===== src/ppvc_params.svh =====
// Constants for the power-management extension and product-data capability bank.
`ifndef PPVC_PARAMS_SVH
`define PPVC_PARAMS_SVH
`define PPVC_OFF_PM_CONTROL_STATUS 4'h4
`define PPVC_OFF_BSE 4'h6
`define PPVC_OFF_DATA 4'h7
`define PPVC_OFF_CAPID 4'h8
`define PPVC_OFF_NEXT 4'h9
`define PPVC_OFF_ADDR 4'ha
`define PPVC_OFF_WORD 4'hc
`define PPVC_CAPID_VAL 8'h03
`define PPVC_NEXT_VAL 8'h00
`define PPVC_BSE_RST 8'h00
`define PPVC_DATA_RST 8'h00
`define PPVC_BIT_BPCC 7
`define PPVC_BIT_B2B3 6
`define PPVC_FLAG_BIT 15
`define PPVC_PS_LO 0
`define PPVC_PS_HI 1
`define PPVC_DSEL_LO 9
`define PPVC_DSEL_HI 12
`define PPVC_DSCL_LO 13
`define PPVC_DSCL_HI 14
`define PPVC_PS_D0 2'h0
`define PPVC_PS_D1 2'h1
`define PPVC_PS_D2 2'h2
`define PPVC_PS_D3 2'h3
`endif


===== src/ppvc_pkg.sv =====
// Types shared by the capability register bank.
package ppvc_pkg;
  typedef struct packed {
    logic wr;
    logic rd;
    logic [3:0] offset;
    logic [3:0] byte_en;
    logic [31:0] wdata;
  } ppvc_req_t;
  typedef struct packed {
    logic clock_stop;
    logic power_off;
    logic [1:0] bus_state;
  } ppvc_sec_t;
  typedef enum logic [3:0] {
    PPVC_B0 = 4'b0001,
    PPVC_B1 = 4'b0010,
    PPVC_B2 = 4'b0100,
    PPVC_B3 = 4'b1000
  } ppvc_bstate_t;
endpackage


===== src/ppvc_regs.sv =====
// Power-management bridge extension, power data and product-data capability registers.
// Notes on behaviour
// - Bit 7 of bridge extension is read-only secondary bus control enable, resets 0.
// - With enable clear, power-state writes never alter secondary bus power or clock.
// - Action bit 1 means D3hot stops the secondary clock, state B2.
// - Action bit 0 means D3hot removes secondary power, state B3.
// - The D3hot action bit is ignored unless the enable bit reads 1.
// - D0 gives B0, D1 gives B1, D2 gives B2 clock stopped, D3cold B3.
// - D3hot enters B2 or B3 per action bit; power removed only in B3.
// - Bridge extension bits 5 to 0 read zero; whole byte ignores writes.
// - Power data byte is read-only, resets 00h, reports selected quantity; the code samples meas_value whatever dsel holds.
// - Power data is interpreted with the reported data scale field.
// - Product-data identifier byte always reads 03h and is read-only.
// - Product-data next pointer is read-only and reads 00h.
// - Identifier at 8h, next at 9h, address at Ah, data word at Ch.
// - Power state codes D0..D3hot; unsupported state writes complete, change nothing.
// - Four-bit data select chooses what power data and scale report; here dsel is only stored and read back, selecting nothing.
// - Address register carries a completion flag for storage transfers.
`timescale 1ns/1ps
`include "ppvc_params.svh"
module ppvc_regs (
  input wire logic clk,
  input wire logic rst_n,
  input wire logic clk_en,
  input wire ppvc_pkg::ppvc_req_t req,
  input wire logic [7:0] bridge_strap,
  input wire logic [3:0] ps_supported,
  input wire logic [7:0] meas_value,
  input wire logic [1:0] meas_scale,
  input wire logic xfer_done,
  input wire logic [31:0] store_rdata,
  output logic [31:0] rdata,
  output logic ack,
  output logic [1:0] power_state,
  output ppvc_pkg::ppvc_sec_t sec_bus,
  output logic xfer_start,
  output logic xfer_write,
  output logic [6:0] xfer_addr,
  output logic [31:0] xfer_wdata
);
  import ppvc_pkg::*;

  // Strap for the bridge extension captured once after reset release.
  logic [7:0] bse;
  logic strap_taken;
  logic [1:0] ps;
  logic [3:0] dsel;
  logic [7:0] data_val;
  logic [1:0] dscale;
  logic [15:0] addr_reg;
  logic [31:0] word_reg;
  logic busy;

  // Word-level offset decoding.
  wire hit_pm = (req.offset == `PPVC_OFF_PM_CONTROL_STATUS);
  wire hit_cap = (req.offset == `PPVC_OFF_CAPID);
  wire hit_word = (req.offset == `PPVC_OFF_WORD);
  wire wr_pm = req.wr && hit_pm;
  wire wr_cap = req.wr && hit_cap;
  wire wr_word = req.wr && hit_word;

  // Power-state write is accepted only for a supported state code.
  wire [1:0] ps_new = req.wdata[`PPVC_PS_HI:`PPVC_PS_LO];
  wire ps_ok = wr_pm && req.byte_en[0] && ps_supported[ps_new];
  wire [3:0] dsel_new = req.wdata[`PPVC_DSEL_HI:`PPVC_DSEL_LO];
  // Read-only bytes are never write targets.
  wire addr_wr = wr_cap && req.byte_en[2] && req.byte_en[3] && !busy;

  // Bridge extension fields.
  // Enable bit.
  wire secondary_bus_ctrl_enable = bse[`PPVC_BIT_BPCC];
  wire b2b3 = bse[`PPVC_BIT_B2B3];

  // Map of the function state to the secondary bus state.
  function automatic ppvc_sec_t map_sec(input logic [1:0] st, input logic en,
                                        input logic act);
    ppvc_sec_t s;
    s = '0;
    s.bus_state = st;
    if (!en) begin
      s.bus_state = 2'h0;
    end else if (st == `PPVC_PS_D2) begin
      s.clock_stop = 1'b1;
    end else if (st == `PPVC_PS_D3) begin
      s.clock_stop = 1'b1;
      s.power_off = !act;
      s.bus_state = act ? 2'h2 : 2'h3;
    end
    return s;
  endfunction

  wire ppvc_sec_t next_sec = map_sec(ps, secondary_bus_ctrl_enable, b2b3);

  // Read data assembly per word.
  // Reserved bits zero.
  wire [7:0] bse_rd = {bse[7:6], 6'h00};
  wire [15:0] pm_lo = {1'b0, dscale, dsel, 7'h00, ps};
  wire [31:0] next_rdata =
    hit_pm ? {data_val, bse_rd, pm_lo} :
    hit_cap ? {addr_reg, `PPVC_NEXT_VAL, `PPVC_CAPID_VAL} :
    hit_word ? word_reg : 32'h0000_0000;

  // Strap capture and bridge extension byte.
  always_ff @(posedge clk or negedge rst_n) begin
    if (!rst_n) begin
      bse <= `PPVC_BSE_RST;
      strap_taken <= 1'b0;
    end else if (clk_en && !strap_taken) begin
      bse <= bridge_strap;
      strap_taken <= 1'b1;
    end
  end

  // Power state and data select.
  always_ff @(posedge clk or negedge rst_n) begin
    if (!rst_n) begin
      ps <= `PPVC_PS_D0;
      dsel <= 4'h0;
    end else if (clk_en) begin
      if (ps_ok) begin
        ps <= ps_new;
      end
      if (wr_pm && req.byte_en[1]) begin
        dsel <= dsel_new;
      end
    end
  end

  // Power data and its scale sampled from meas_value and meas_scale every enabled cycle, whatever dsel holds.
  always_ff @(posedge clk or negedge rst_n) begin
    if (!rst_n) begin
      data_val <= `PPVC_DATA_RST;
      dscale <= 2'h0;
    end else if (clk_en) begin
      data_val <= meas_value;
      dscale <= meas_scale;
    end
  end

  // Product-data address register and storage handshake.
  always_ff @(posedge clk or negedge rst_n) begin
    if (!rst_n) begin
      addr_reg <= 16'h0000;
      busy <= 1'b0;
      xfer_start <= 1'b0;
      xfer_write <= 1'b0;
    end else if (clk_en) begin
      xfer_start <= addr_wr;
      if (addr_wr) begin
        // Flag written 1 requests a write, 0 a read; it flips when done.
        addr_reg <= req.wdata[31:16];
        xfer_write <= req.wdata[16 + `PPVC_FLAG_BIT];
        busy <= 1'b1;
      end else if (busy && xfer_done) begin
        addr_reg[`PPVC_FLAG_BIT] <= !xfer_write;
        busy <= 1'b0;
      end
    end
  end

  // Data word: loaded by software or by a finished read.
  always_ff @(posedge clk or negedge rst_n) begin
    if (!rst_n) begin
      word_reg <= 32'h0000_0000;
    end else if (clk_en) begin
      if (busy && xfer_done && !xfer_write) begin
        word_reg <= store_rdata;
      end else if (wr_word && !busy) begin
        word_reg <= req.wdata;
      end
    end
  end

  // Registered outputs.
  always_ff @(posedge clk or negedge rst_n) begin
    if (!rst_n) begin
      rdata <= 32'h0000_0000;
      ack <= 1'b0;
      power_state <= `PPVC_PS_D0;
      sec_bus <= '0;
      xfer_addr <= 7'h00;
      xfer_wdata <= 32'h0000_0000;
    end else if (clk_en) begin
      rdata <= req.rd ? next_rdata : 32'h0000_0000;
      ack <= req.rd || req.wr;
      power_state <= ps;
      sec_bus <= next_sec;
      // The storage address follows a new address write in the same cycle as the start pulse.
      xfer_addr <= addr_wr ? req.wdata[22:16] : addr_reg[6:0];
      xfer_wdata <= word_reg;
    end
  end
endmodule


===== config.mk =====
export PLATFORM = sky130hd
export DESIGN_NAME = ppvc_regs
export DESIGN_NICKNAME = d
export VERILOG_FILES = /design/src/ppvc_pkg.sv /design/src/ppvc_regs.sv
export VERILOG_INCLUDE_DIRS = /design/src
export SDC_FILE = /design/constraint.sdc
export NUM_CORES = 1
export LEC_CHECK = 0
export BUFFER_PORTS_ARGS = -buffer_cell sky130_fd_sc_hd__buf_2
export CELL_PAD_IN_SITES_DETAIL_PLACEMENT = 0
export CELL_PAD_IN_SITES_GLOBAL_PLACEMENT = 1
export CORE_MARGIN = 5
export CORE_UTILIZATION = 30
export CTS_BUF_LIST = sky130_fd_sc_hd__clkbuf_16
export DETAILED_ROUTE_END_ITERATION = 16
export PLACE_DENSITY_LB_ADDON = 0.1
export SLEW_MARGIN = 25
export SYNTH_ARGS = -nofsm -noshare
export SYNTH_HDL_FRONTEND = slang
export SYNTH_SLANG_ARGS = --single-unit

===== constraint.sdc =====
create_clock -name clk -period 2.31 [get_ports clk]
set_input_delay 0.231 -clock clk [delete_from_list [all_inputs] [get_ports clk]]
set_output_delay 0.231 -clock clk [all_outputs]
set_load 0.005 [all_outputs]

==> results of run 1 <==
[worst max-delay path: stages (launching register included)]
cell     delay, ns
dfrtp_1       0.47
and4b_1       0.28
and4_1        0.18
buf_4         0.32
mux2_2        0.38
[cell families (layout without fill, tap and decap cells)]
logic type      after synthesis  in the layout  share of synthesized area
compound gates              145            145                      0.181
buf+inv                      50            238                     0.0354
flops                       148            148                      0.576
mux                          83             83                      0.150
other cells                   0              1                          0
simple gates                 62             62                     0.0587
[area by class of cell]
cell class / instances / area (um^2)
Antenna cell: 1 / 2.50
Clock buffer: 17 / 425
Clock inverter: 14 / 186
Fill cell: 2080 / 12800
Inverter: 10 / 37.5
Multi-Input combinational cell: 290 / 2530
Sequential cell: 148 / 3700
Tap cell: 275 / 344
Timing Repair Buffer: 197 / 1090
[power groups by stage]
stage / logic [mW] / registers, mW / clock network [mW]
6_report: 1.11 / 3.35 / 2.90
5_1_grt: 1.23 / 3.41 / 3.10
4_1_cts: 1.14 / 3.35 / 2.97
3_5_place_dp: 1.14 / 3.40 / 0
3_3_place_gp: 1.12 / 3.38 / 0
2_1_floorplan: 0.575 / 3.34 / 0
[routing by layer]
layer  wire length, um  share of wire
met1              9070           0.46
met2              8920           0.45
met3              1390          0.070
met4               361          0.018
met5                67         0.0034
[synth_stat cells (all sizes together) (3+ instances only)]
master     n  share of area
inv       10         0.0058
nor4bb     3         0.0047
clkbuf    15         0.0087
o21a      32          0.037
a22o       9          0.012
o32a      32          0.050
o2bb2ai   18          0.024
mux2      76           0.14
o221ai    10          0.014
nand2      7         0.0041
dfrtp    148           0.58
nand3     15          0.012
mux2i      7          0.011
buf       25          0.021
a21o      10          0.012
a31oi      9         0.0087
o21ai     18          0.015
nor2      12         0.0070
[cells in the final DEF, fill, tap and decap left out, types with 2 or more instances in the layout]
master       n
a31oi_1      9
bufinv_16    4
buf_2      171
mux2_2      66
o221ai_1    10
nand2b_1     2
nand4_1      2
or4bb_1      2
clkinv_4     3
nor4bb_2     2
mux2_4      10
a22o_1       9
a21oi_1      2
a21o_1      10
dfrtp_1    148
and4_1       2
or2_2        2
clkinv_2     4
o21ai_0     17
nand3_1     15
o21a_1      32
inv_1       10
nor2_1      12
or4_1        2
o32a_1      32
clkbuf_16   17
mux2i_1      7
nand2_1      7
buf_12       3
o2bb2ai_1   18
buf_4       21
[through the flow]
| step | cell area (um^2) | util | std cells |
|---|---|---|---|
| after floorplan | 6430 | - | 488 |
| after detailed placement | 7700 | 0.365 | 919 |
| after CTS | 8320 | 0.395 | 951 |
| final | 8320 | 0.395 | 952 |
| after global placement | 7700 | 0.365 | 919 |
| after global routing | 8320 | 0.395 | 952 |
[worst min path at each step]
stage                     slack [ns]             end  depth (start not counted)
after floorplan                -0.06             ack                          0
after global routing            0.03       dscale[0]                          2
after detailed placement        0.15  xfer_wdata[25]                          1
after global placement          0.14     data_val[0]                          1
final                           0.05     data_val[6]                          2
after CTS                       0.03     data_val[6]                          2
==> results by stage, run 1 <==
GRT:
- Entering global routing, the biggest net connects 88 pins.
- After global routing, the most crowded layer is met2.
- In the global route stage, overall resource usage came out at 0.163.
- For met1 alone, demand over resource in global routing was 0.222.
- The initial antenna violation count is 7.
- The first global-routing pass estimated 30.4 mm of wire.
- The number of global-route vias before repair is 5203.
- The total congestion overflow is 0.
- For met2 alone, demand over resource in global routing was 0.247.
- For this run, global-route usage on met3 was measured as 0.0525.

STA:
- At the pin with the least slew margin, the transition time is 0.587 ns.
- The post-route clock period utilization is 0.758.
- Setup repair after global routing left no endpoint under its margin.
- The post-route minimum period is 1.75 ns.
- Hold timing on the final database bottoms out at a slack of 0.0487 ns.
- The final number of hold-violating endpoints was 0.
- In the final timing run, aggregate negative setup slack is 0 ns.
- The post-route worst setup slack is 0.559 ns.
- Setup violations remaining at the end of the flow were counted as 0.
- The number of pins with negative max-slew slack in the final report is 0.
- The fmax is 571 MHz.
- Headroom to the max-slew limit came out at 0.607.
- The clock arrives with 0.00509 ns of skew.

CTS:
- After clock tree synthesis, the clock-pin slew on the worst setup and hold paths is 0.06 ns.
- In this run the post-CTS setup repair buffer count came out at 0.
- Buffers inserted during clock tree synthesis total 17.
- The post-CTS resize count is 0.
- The maximum root-to-sink buffer count is 2.
- The number of sinks handled by clock tree synthesis is 148.
- The post-cts hold buffer count is 1.
- The clock root buffer is clkbuf_16.
- The TritonCTS clock tree is done.
- The clock insertion delay at the later pin of the skew report is 0.41 ns.
- The number of H-tree levels is 4.

Run status:
- The run finished with clean final reports.

Min path:
- The start point of the worst min-delay path is meas_value[6].
- The min-delay analysis places its worst path in the category in -> reg.

Die:
- The die covers 24500 um^2.
- The vertical die dimension is 156 um.
- Pin placement for this block handled 180 I/O pins.
- The initial core utilization is 0.305.
- The floorplan has 53 rows.
- In this run the horizontal extent of the chip is 156 um.
- In this run the standard cell core region covers 21100 um^2.

Setup path:
- The maximum fanout encountered on the critical timing path is 16.
- The data required time at the worst endpoint is 2.61 ns.
- The worst register-to-register path begins at busy.
- The worst register-to-register path has a depth of 4.
- The worst register-to-register path ends at addr_reg[3].
- In this run the worst setup path begins at busy.
- By startpoint and endpoint, the worst setup path is classified as reg -> reg.
- The end point of the critical path is addr_reg[3].
- STA classifies the critical path startpoint as a flip-flop.
- The flop-to-flop setup slack is 0.56 ns.
- The arrival time at the worst endpoint is 2.05 ns.
- STA classifies the critical path endpoint as a flip-flop.

Pwr:
- The share of total power dissipated in combinational logic is 0.151.
- The power density of the placed cells is 884 nW/um^2.
- The net switching power of the design is 1.87 mW.
- The internal power of the cells totals 5.49 mW.
- The part of the power in the clock network is 0.394.
- In this run the static leakage power is 3.83 nW.
- Of the total power, the share spent switching nets is 0.254.
- The peak supply drop is 0.000464 V.
- After layout, the design draws a total of 7.36 mW.
- Of the total power, registers draw 0.455.

Synth:
- The count of unique library cells instantiated by Yosys is 47.
- Counting flops with an async set or reset pin after synthesis yields a share of 1.00.
- The proportion of synthesized chip area in sequential cells is 0.576.
- The synthesized netlist cell count is 488.
- The synthesized area is 6430 um^2.
- The dominant register cell in the synthesized netlist is dfrtp_1.
- A synthesized cell averages 13.2 um^2.
- Counting every net in the synthesized netlist gives 588.
- The count of flip-flops with a built-in enable after synthesis is 0.
- During synthesis, Yosys emitted a total of 0 warnings.
- After synthesis the netlist holds a flip-flop and latch count of 148.

Route:
- The antenna violation net count after detailed routing is 0.
- The number of optimization iterations in the first detailed-route pass is 4.
- The routed wire length per instance is 20.8 um.
- The detailed-route DRC error count is 0.
- After the first detailed-routing iteration, the DRC count stood at 193.
- After detailed routing, the number of vias per cell comes to 5.09.
- The final route contains 4843 vias.
- After detailed routing, the total wire length is 19.8 mm.

Final layout:
- At the end of the flow, the number of nets in the layout was 764.
- Relative to the synthesized area, the layout overhead comes to 29.3%.
- The share of cells above drive strength 1 is 0.459.

Place:
- The post-DP HPWL is 13.8 mm.
- At the end of routability-driven placement, the weighted congestion stood at 0.764.
- The worst slack after detailed placement is 0.396 ns.
- During placement, the flow inserted port buffers numbering 173.

Run:
- Max-cap violations in this run came to 0.
Power figures use the tool's default switching activity.
==> run 2, diff against run 1 <==
- clock period: 2.31 -> 1.5 ns (I/O delays scaled with it)
==> run 2 against run 1 <==
Clock power grew 42%; global-route usage grew 0.42 points; highest routed layer unchanged; sequential cell count is the same; sequential power grew 54%; register-to-register slack lost 0.54 ns; sequential share of layout area shrank 2.2 points; worst setup slack lost 0.54 ns; count of clock-buffer cells in the layout is the same; critical path depth is the same; critical endpoint is now addr_reg[6]; power grew 51%; core utilization grew 2.0 points.
==> results by stage, run 2 (synthesized netlist as in run 1, its figures left out) <==
GRT:
- The largest net degree at the start of global routing is 51 (-42%).
- The global routing usage summed across all routing layers came to 0.168 (+0.00417).
- The number of global-route vias before repair is 5421 (+4.2%).
- The initial antenna violation count came to 6 (-1).
- The total congestion overflow is 0 (unchanged).
- The wire length of the first global-routing pass came to 31.5 mm (+3.8%).

CTS:
- The clock insertion delay at the later pin of the skew report is 0.42 ns (about the same).
- The number of clock buffers inserted by TritonCTS is 17 (unchanged).
- The post-CTS clock slew at the launch and capture registers of the worst setup and hold paths was 0.06 ns (about the same).
- The TritonCTS clock tree is done.
- The number of H-tree levels is 4 (unchanged).
- The clock root buffer is clkbuf_16.
- The maximum root-to-sink buffer count is 2 (unchanged).
- The number of sinks handled by clock tree synthesis is 148 (unchanged).

STA:
- The post-route worst setup slack is 0.0222 ns (-0.537 ns).
- The post-route minimum period is 1.48 ns (-0.273 ns).
- The actual transition at the worst max-transition pin is 0.502 ns (-0.0853 ns).
- The final number of hold-violating endpoints is 0 (unchanged).
- The worst hold slack came to 0.0164 ns (-0.0323 ns).
- The fmax is 677 MHz (+18%).
- The normalized max-slew margin is 0.665 (+0.0580).
- The final setup skew was 0.0103 ns (+0.00519 ns).
- The post-route clock period utilization is 0.985 (+0.227).
- The number of pins with negative max-slew slack in the final report is 0 (unchanged).
- The final setup violation count is 0 (unchanged).
- Setup repair after global routing could not meet its margin everywhere.

Final layout:
- The top cell types in the final layout, fill and taps aside, are 171 x buf_2, 148 x dfrtp_1, 60 x mux2_2.
- The number of nets in the finished design is 805 (+5.4%).
- The filler cell count in the final layout is 2042 (-1.8%).
- Compared with the post-synthesis result, the final layout area differs by 35.9%.
- The leading cell type in the layout, fill and taps excluded is buf_2.
- The share of cells above drive strength 1 is 0.457 (-0.00176).

Pwr:
- The peak supply drop was 0.000743 V (+60%).
- The static power due to leakage is 4.01 nW (+4.8%).
- The power density of the placed cells came to 1270 nW/um^2 (+43%).

Die:
- The die span in x is 156 um (unchanged).
- The number of top-level pins is 180 (unchanged).
- The die area is 24500 um^2 (unchanged).
- The initial core utilization came to 0.305 (unchanged).
- The core box area is 21100 um^2 (unchanged).
- The vertical die dimension is 156 um (unchanged).
- The floorplan row count came to 53 (unchanged).

Setup path:
- The category of the critical setup timing path is reg -> reg.
- The family of cells with the greatest summed delay on the critical path is simple AND/OR/NAND/NOR gates.
- The slowest stage of the critical path belongs to the cell dfrtp_1.
- The critical path goes through and4b_1 > and4_4 > buf_12 > mux2_4.
- The arrival time at the worst endpoint is 1.78 ns (-0.27 ns).
- The worst setup path is captured at a flip-flop.
- The buffer and inverter count on the worst path is 1 (unchanged).
- The category of the worst setup path launch point is a flip-flop.
- The data required time at the worst endpoint is 1.80 ns (-0.81 ns).
- The maximum fanout encountered on the critical timing path was 8 (-8).
- The largest stage delay on the critical path came to 0.40 ns (-0.07 ns).

Run:
- The max-cap violation count is 0 (unchanged).

Run status:
- The flow ran to the end, and the final reports show no timing, DRC or antenna violations.

Min path:
- The kind of path behind the tightest hold check is in -> reg.

Route:
- The antenna violation net count after detailed routing came to 0 (unchanged).
- The via count is 4998 (+3.2%).
- The detailed-route DRC error count is 0 (unchanged).
- The routed wire length per instance is 20.3 um (-2.3%).
- The average via count per standard cell came to 5.03 (-1.2%).
- The total routed wirelength is 20.2 mm (+2.0%).
- The DRC violation total after the first TritonRoute iteration was 253 (+31%).
- The number of optimization iterations in the first detailed-route pass came to 4 (unchanged).

Place:
- The total of buffers placed on input and output ports is 173 (unchanged).
- The global placer's final weighted congestion is 0.794 (+4.0%).
- The post-DP HPWL came to 14.3 mm (+3.4%).
- The worst slack after detailed placement is -0.0901 ns (-0.486 ns).
==> run 2: area by class of cell <==
cell class / count / area [um^2] / area share
antenna: 1 / 2.50 / 0.000286
clock inverter: 15 / 141 / 0.0162
timing repair buffer: 238 / 1520 / 0.174
sequential: 148 / 3700 / 0.423
multi-input combinational: 290 / 2570 / 0.294
inverter: 10 / 37.5 / 0.00429
clock buffer: 17 / 425 / 0.0486
tap: 275 / 344 / 0.0393
==> run 2: routing by layer <==
| metal | vias to the layer above | GRT usage | part of all wire |
|---|---|---|---|
| met4 | 10 | 0.0550 | 0.016 |
| li1 | 2303 | - | - |
| met1 | 2510 | 0.228 | 0.47 |
| met2 | 146 | 0.258 | 0.45 |
| met5 | - | 0 | 0.0040 |
| met3 | 29 | 0.0492 | 0.068 |
==> run 2: worst paths after layout <==
kind                                from        endpoint  slack [ns]  depth (start not counted)
worst max-delay path                busy     addr_reg[6]        0.02                          4
worst min-delay path             req[17]     addr_reg[1]        0.02                          2
worst max register to register      busy     addr_reg[6]        0.02                          4
worst min register to register  rdata[0]        rdata[0]        0.48                          1
max in group asynchronous          rst_n  xfer_wdata[14]        0.76                          3
min in group asynchronous          rst_n  xfer_wdata[24]        0.17                          2
==> run 2: power by group <==
part | internal [mW] | switching [mW]
logic | 1.06 | 0.741
registers | 4.70 | 0.457
clock network | 2.43 | 1.70
total | 8.19 | 2.90
==> run 2: timing repair <==
action,CTS,global route
setup buffers,0,0
hold buffers,27,0
resized for setup,7,13
endpoints found under the setup margin,26,24
gates cloned,0,0
pin swaps,1,1
hold endpoints to repair,174,0
==> run 2: stage by stage <==
step	util	area (um^2)	power (mW)	std cells	setup TNS, ns
2_1_floorplan	-	6440	6.03	488	-0.328
3_3_place_gp	0.372	7840	6.95	934	-0.897
3_5_place_dp	0.372	7840	7.00	934	-1.19
4_1_cts	0.413	8700	11.3	993	-0.0515
5_1_grt	0.415	8750	11.7	994	-0.232
6_report	0.415	8750	11.1	994	0
==> run 3, diff against run 2 <==
- CORE_UTILIZATION: 30 -> 37
==> run 3 against run 2 <==
The flow now finishes with violations (negative setup slack); clock power fell by 1%; wire length fell by 3.3%; combinational power barely moved; register-to-register slack got worse by 0.03 ns; worst setup slack got worse by 0.030 ns; non-clock buffer count rose by 10; power fell by 0.18%; critical path type unchanged.
==> results by stage, run 3 (synthesized netlist as in run 1, its figures left out) <==
Setup path:
- The arrival time at the worst endpoint is 1.81 ns (+0.03 ns).
- The buffer and inverter count on the worst path is 1 (unchanged).
- The worst register-to-register path ends at addr_reg[3].
- The worst setup path is of the reg -> reg kind.
- The number of cells traversed by the worst register-to-register path was 4 (unchanged).
- The critical path starts at busy.
- The largest individual stage delay along the critical path comes from the cell dfrtp_1.
- The worst setup path is captured at a flip-flop.
- The maximum fanout encountered on the critical timing path is 5 (-3).
- The flop-to-flop setup slack was -0.007 ns (-0.03 ns).
- The family of cells with the greatest summed delay on the critical path is simple AND/OR/NAND/NOR gates.
- STA classifies the critical path startpoint as a flip-flop.
- The largest stage delay on the critical path was 0.40 ns (about the same).
- The startpoint identified for the worst register-to-register timing path is busy.
- Traced cell by cell, the critical path runs through and4b_1 > and4_4 > clkbuf_16 > mux2_4.
- The data required time at the worst endpoint is 1.80 ns (about the same).

Pwr:
- The net switching power of the design is 2.86 mW (-1.3%).
- The power density of the placed cells is 1260 nW/um^2 (-0.78%).
- The logic gate share of total power is 0.165 (+0.003).
- The peak supply drop came to 0.000726 V (-2.3%).
- The static power due to leakage was 4.07 nW (+1.5%).
- The switching share of total power is 0.259 (-0.00290).
- The part of the power in the clock network was 0.369 (-0.004).
- The overall power consumption is 11.1 mW (-0.18%).
- The proportion of power drawn by flip-flops and latches came to 0.466 (about the same).
- The cell-internal power came to 8.20 mW (+0.21%).

Route:
- The detailed-route DRC error count is 0 (unchanged).
- The total routed wirelength was 19.5 mm (-3.3%).
- The number of optimization iterations in the first detailed-route pass is 5 (+1).
- The DRC violation total after the first TritonRoute iteration is 178 (-30%).
- The via count came to 5040 (+0.84%).
- The average via count per standard cell is 5.28 (+5.1%).
- The routed wire length per instance came to 20.5 um (+0.71%).
- The antenna violation net count after detailed routing is 0 (unchanged).

STA:
- The actual transition at the worst max-transition pin is 0.562 ns (+0.0600 ns).
- Setup repair after global routing could not meet its margin everywhere.
- The final setup violation count is 5 (+5).
- The final setup skew was 0.00577 ns (-0.00451 ns).
- The post-route minimum period is 1.51 ns (+0.0297 ns).
- The summed negative setup slack over all endpoints is -0.0154 ns (-0.0154 ns).
- The number of pins with negative max-slew slack in the final report was 0 (unchanged).
- The final number of hold-violating endpoints is 0 (unchanged).
- The normalized max-slew margin is 0.624 (-0.0410).
- The post-route worst setup slack is -0.00745 ns (-0.0297 ns).
- The fmax was 663 MHz (-2.0%).
- The post-route clock period utilization is 1.00 (+0.0198).

GRT:
- The total congestion overflow was 0 (unchanged).
- The wire length of the first global-routing pass is 30.0 mm (-4.7%).
- The number of global-route vias before repair was 5322 (-1.8%).
- The largest net degree at the start of global routing is 35 (-31%).
- The global routing usage summed across all routing layers is 0.193 (+0.0259).
- The initial antenna violation count is 1 (-5).

Die:
- The die area is 20100 um^2 (-18%).
- The core box area was 17200 um^2 (-19%).
- The initial core utilization is 0.375 (+0.0695).
- The die span in x is 142 um (-9.3%).
- The vertical die dimension came to 142 um (-9.3%).
- The floorplan row count is 48 (-9.4%).
- The number of top-level pins came to 180 (unchanged).

CTS:
- The number of clock buffers inserted by TritonCTS is 17 (unchanged).
- The clock root buffer is clkbuf_16.
- The number of sinks handled by clock tree synthesis is 148 (unchanged).
- The maximum root-to-sink buffer count is 2 (unchanged).
- The post-CTS clock slew at the launch and capture registers of the worst setup and hold paths is 0.06 ns (about the same).
- The number of H-tree levels is 4 (unchanged).
- TritonCTS built the clock tree.
- The clock insertion delay at the later pin of the skew report is 0.41 ns (about the same).

Min path:
- The end point of the most critical hold path is addr_reg[13].
- The instance count along the most critical hold path is 2 (unchanged).
- The startpoint identified for the worst hold timing path is req[29].
- The tightest min-delay check is of the in -> reg type.

Final layout:
- Leaving out fill and tap cells, the most frequent cells in the layout are 172 x buf_2, 148 x dfrtp_1, 60 x mux2_2.
- The share of cells above drive strength 1 is 0.463 (+0.00609).
- The number of nets in the finished design is 815 (+1.2%).
- The footprint of the multi-input gates is 2570 um^2 (about the same).
- The area overhead of the layout relative to synthesis is 36.7%.
- The combined flip-flop and latch cell area is 3700 um^2 (unchanged).
- The filler cell count in the final layout is 1579 (-23%).
- The leading cell type in the layout, fill and taps excluded is buf_2.

Place:
- The global placer's final weighted congestion is 0.753 (-5.1%).
- The post-DP HPWL is 13.8 mm (-3.5%).
- The worst slack after detailed placement is -0.0811 ns (+0.00891 ns).
- The total of buffers placed on input and output ports is 173 (unchanged).

Run:
- The max-cap violation count came to 0 (unchanged).

Run status:
- The flow ran to the end, but the final reports show violations.
- The checks that failed: negative setup slack.
## run 3: cell count changes in the layout (fill, tap and decap cells not counted), moves of 2 or more
cell      delta
nor4bb_2     -2
o21ai_0      -3
nor4bb_1     +2
o21ai_1      +2
buf_4        +3
buf_6        +3
## run 3: how the worst max path moves through the flow
stage,endpoint,slack (ns),depth (start not counted)
finish,addr_reg[3],-0.007,4
global route,addr_reg[5],-0.05,4
CTS,addr_reg[15],-0.03,4
detailed placement,addr_reg[15],-0.08,4
global placement,addr_reg[14],-0.05,4
floorplan,addr_reg[10],-0.03,5
## run 3: per-layer routing
layer  track usage  part of all wire  vias to the layer above
met1         0.263              0.45                     2538
met3        0.0624             0.077                       15
li1              -                 -                     2318
met2         0.304              0.46                      167
met5             0           0.00036                        -
met4        0.0455             0.011                        2
## run 3: final cells by class
class                      instances  share of cell area
tap                              225              0.0320
clock inverter                    15              0.0161
antenna                            1            0.000284
multi-input combinational        290               0.292
inverter                          10             0.00427
sequential                       148               0.421
timing repair buffer             248               0.186
clock buffer                      17              0.0484
## run 3: power groups by stage
stage | registers, mW | logic, mW | clock network (mW)
floorplan | 5.14 | 0.885 | 0
global placement | 5.19 | 1.74 | 0
detailed placement | 5.21 | 1.79 | 0
CTS | 5.15 | 1.85 | 4.19
global route | 5.23 | 2.01 | 4.37
finish | 5.16 | 1.83 | 4.09
## run 3: per-stage QoR
step,instance area [um^2],utilization,instances,hold slack [ns]
after detailed placement,7840,0.457,889,0.0540
final,8800,0.512,954,0.0195
after floorplan,6440,-,488,-0.146
after global placement,7840,0.457,889,0.0536
after global routing,8800,0.512,953,0.00532
after CTS,8710,0.507,949,0.0000503
## run 3: timing repair
action                     CTS  global route
buffers inserted             1             1
setup endpoints to repair   30            53
resized for setup            7            16
cloned                       0             2
pin swaps                    0             3
hold endpoints to repair   174             1
hold buffers                27             1
## run 3: worst register-to-register path: stages, from the launching register on
cell and delay [ns]:
dfrtp_1 0.40, and4b_1 0.25, and4_4 0.27, clkbuf_16 0.17, mux2_4 0.30
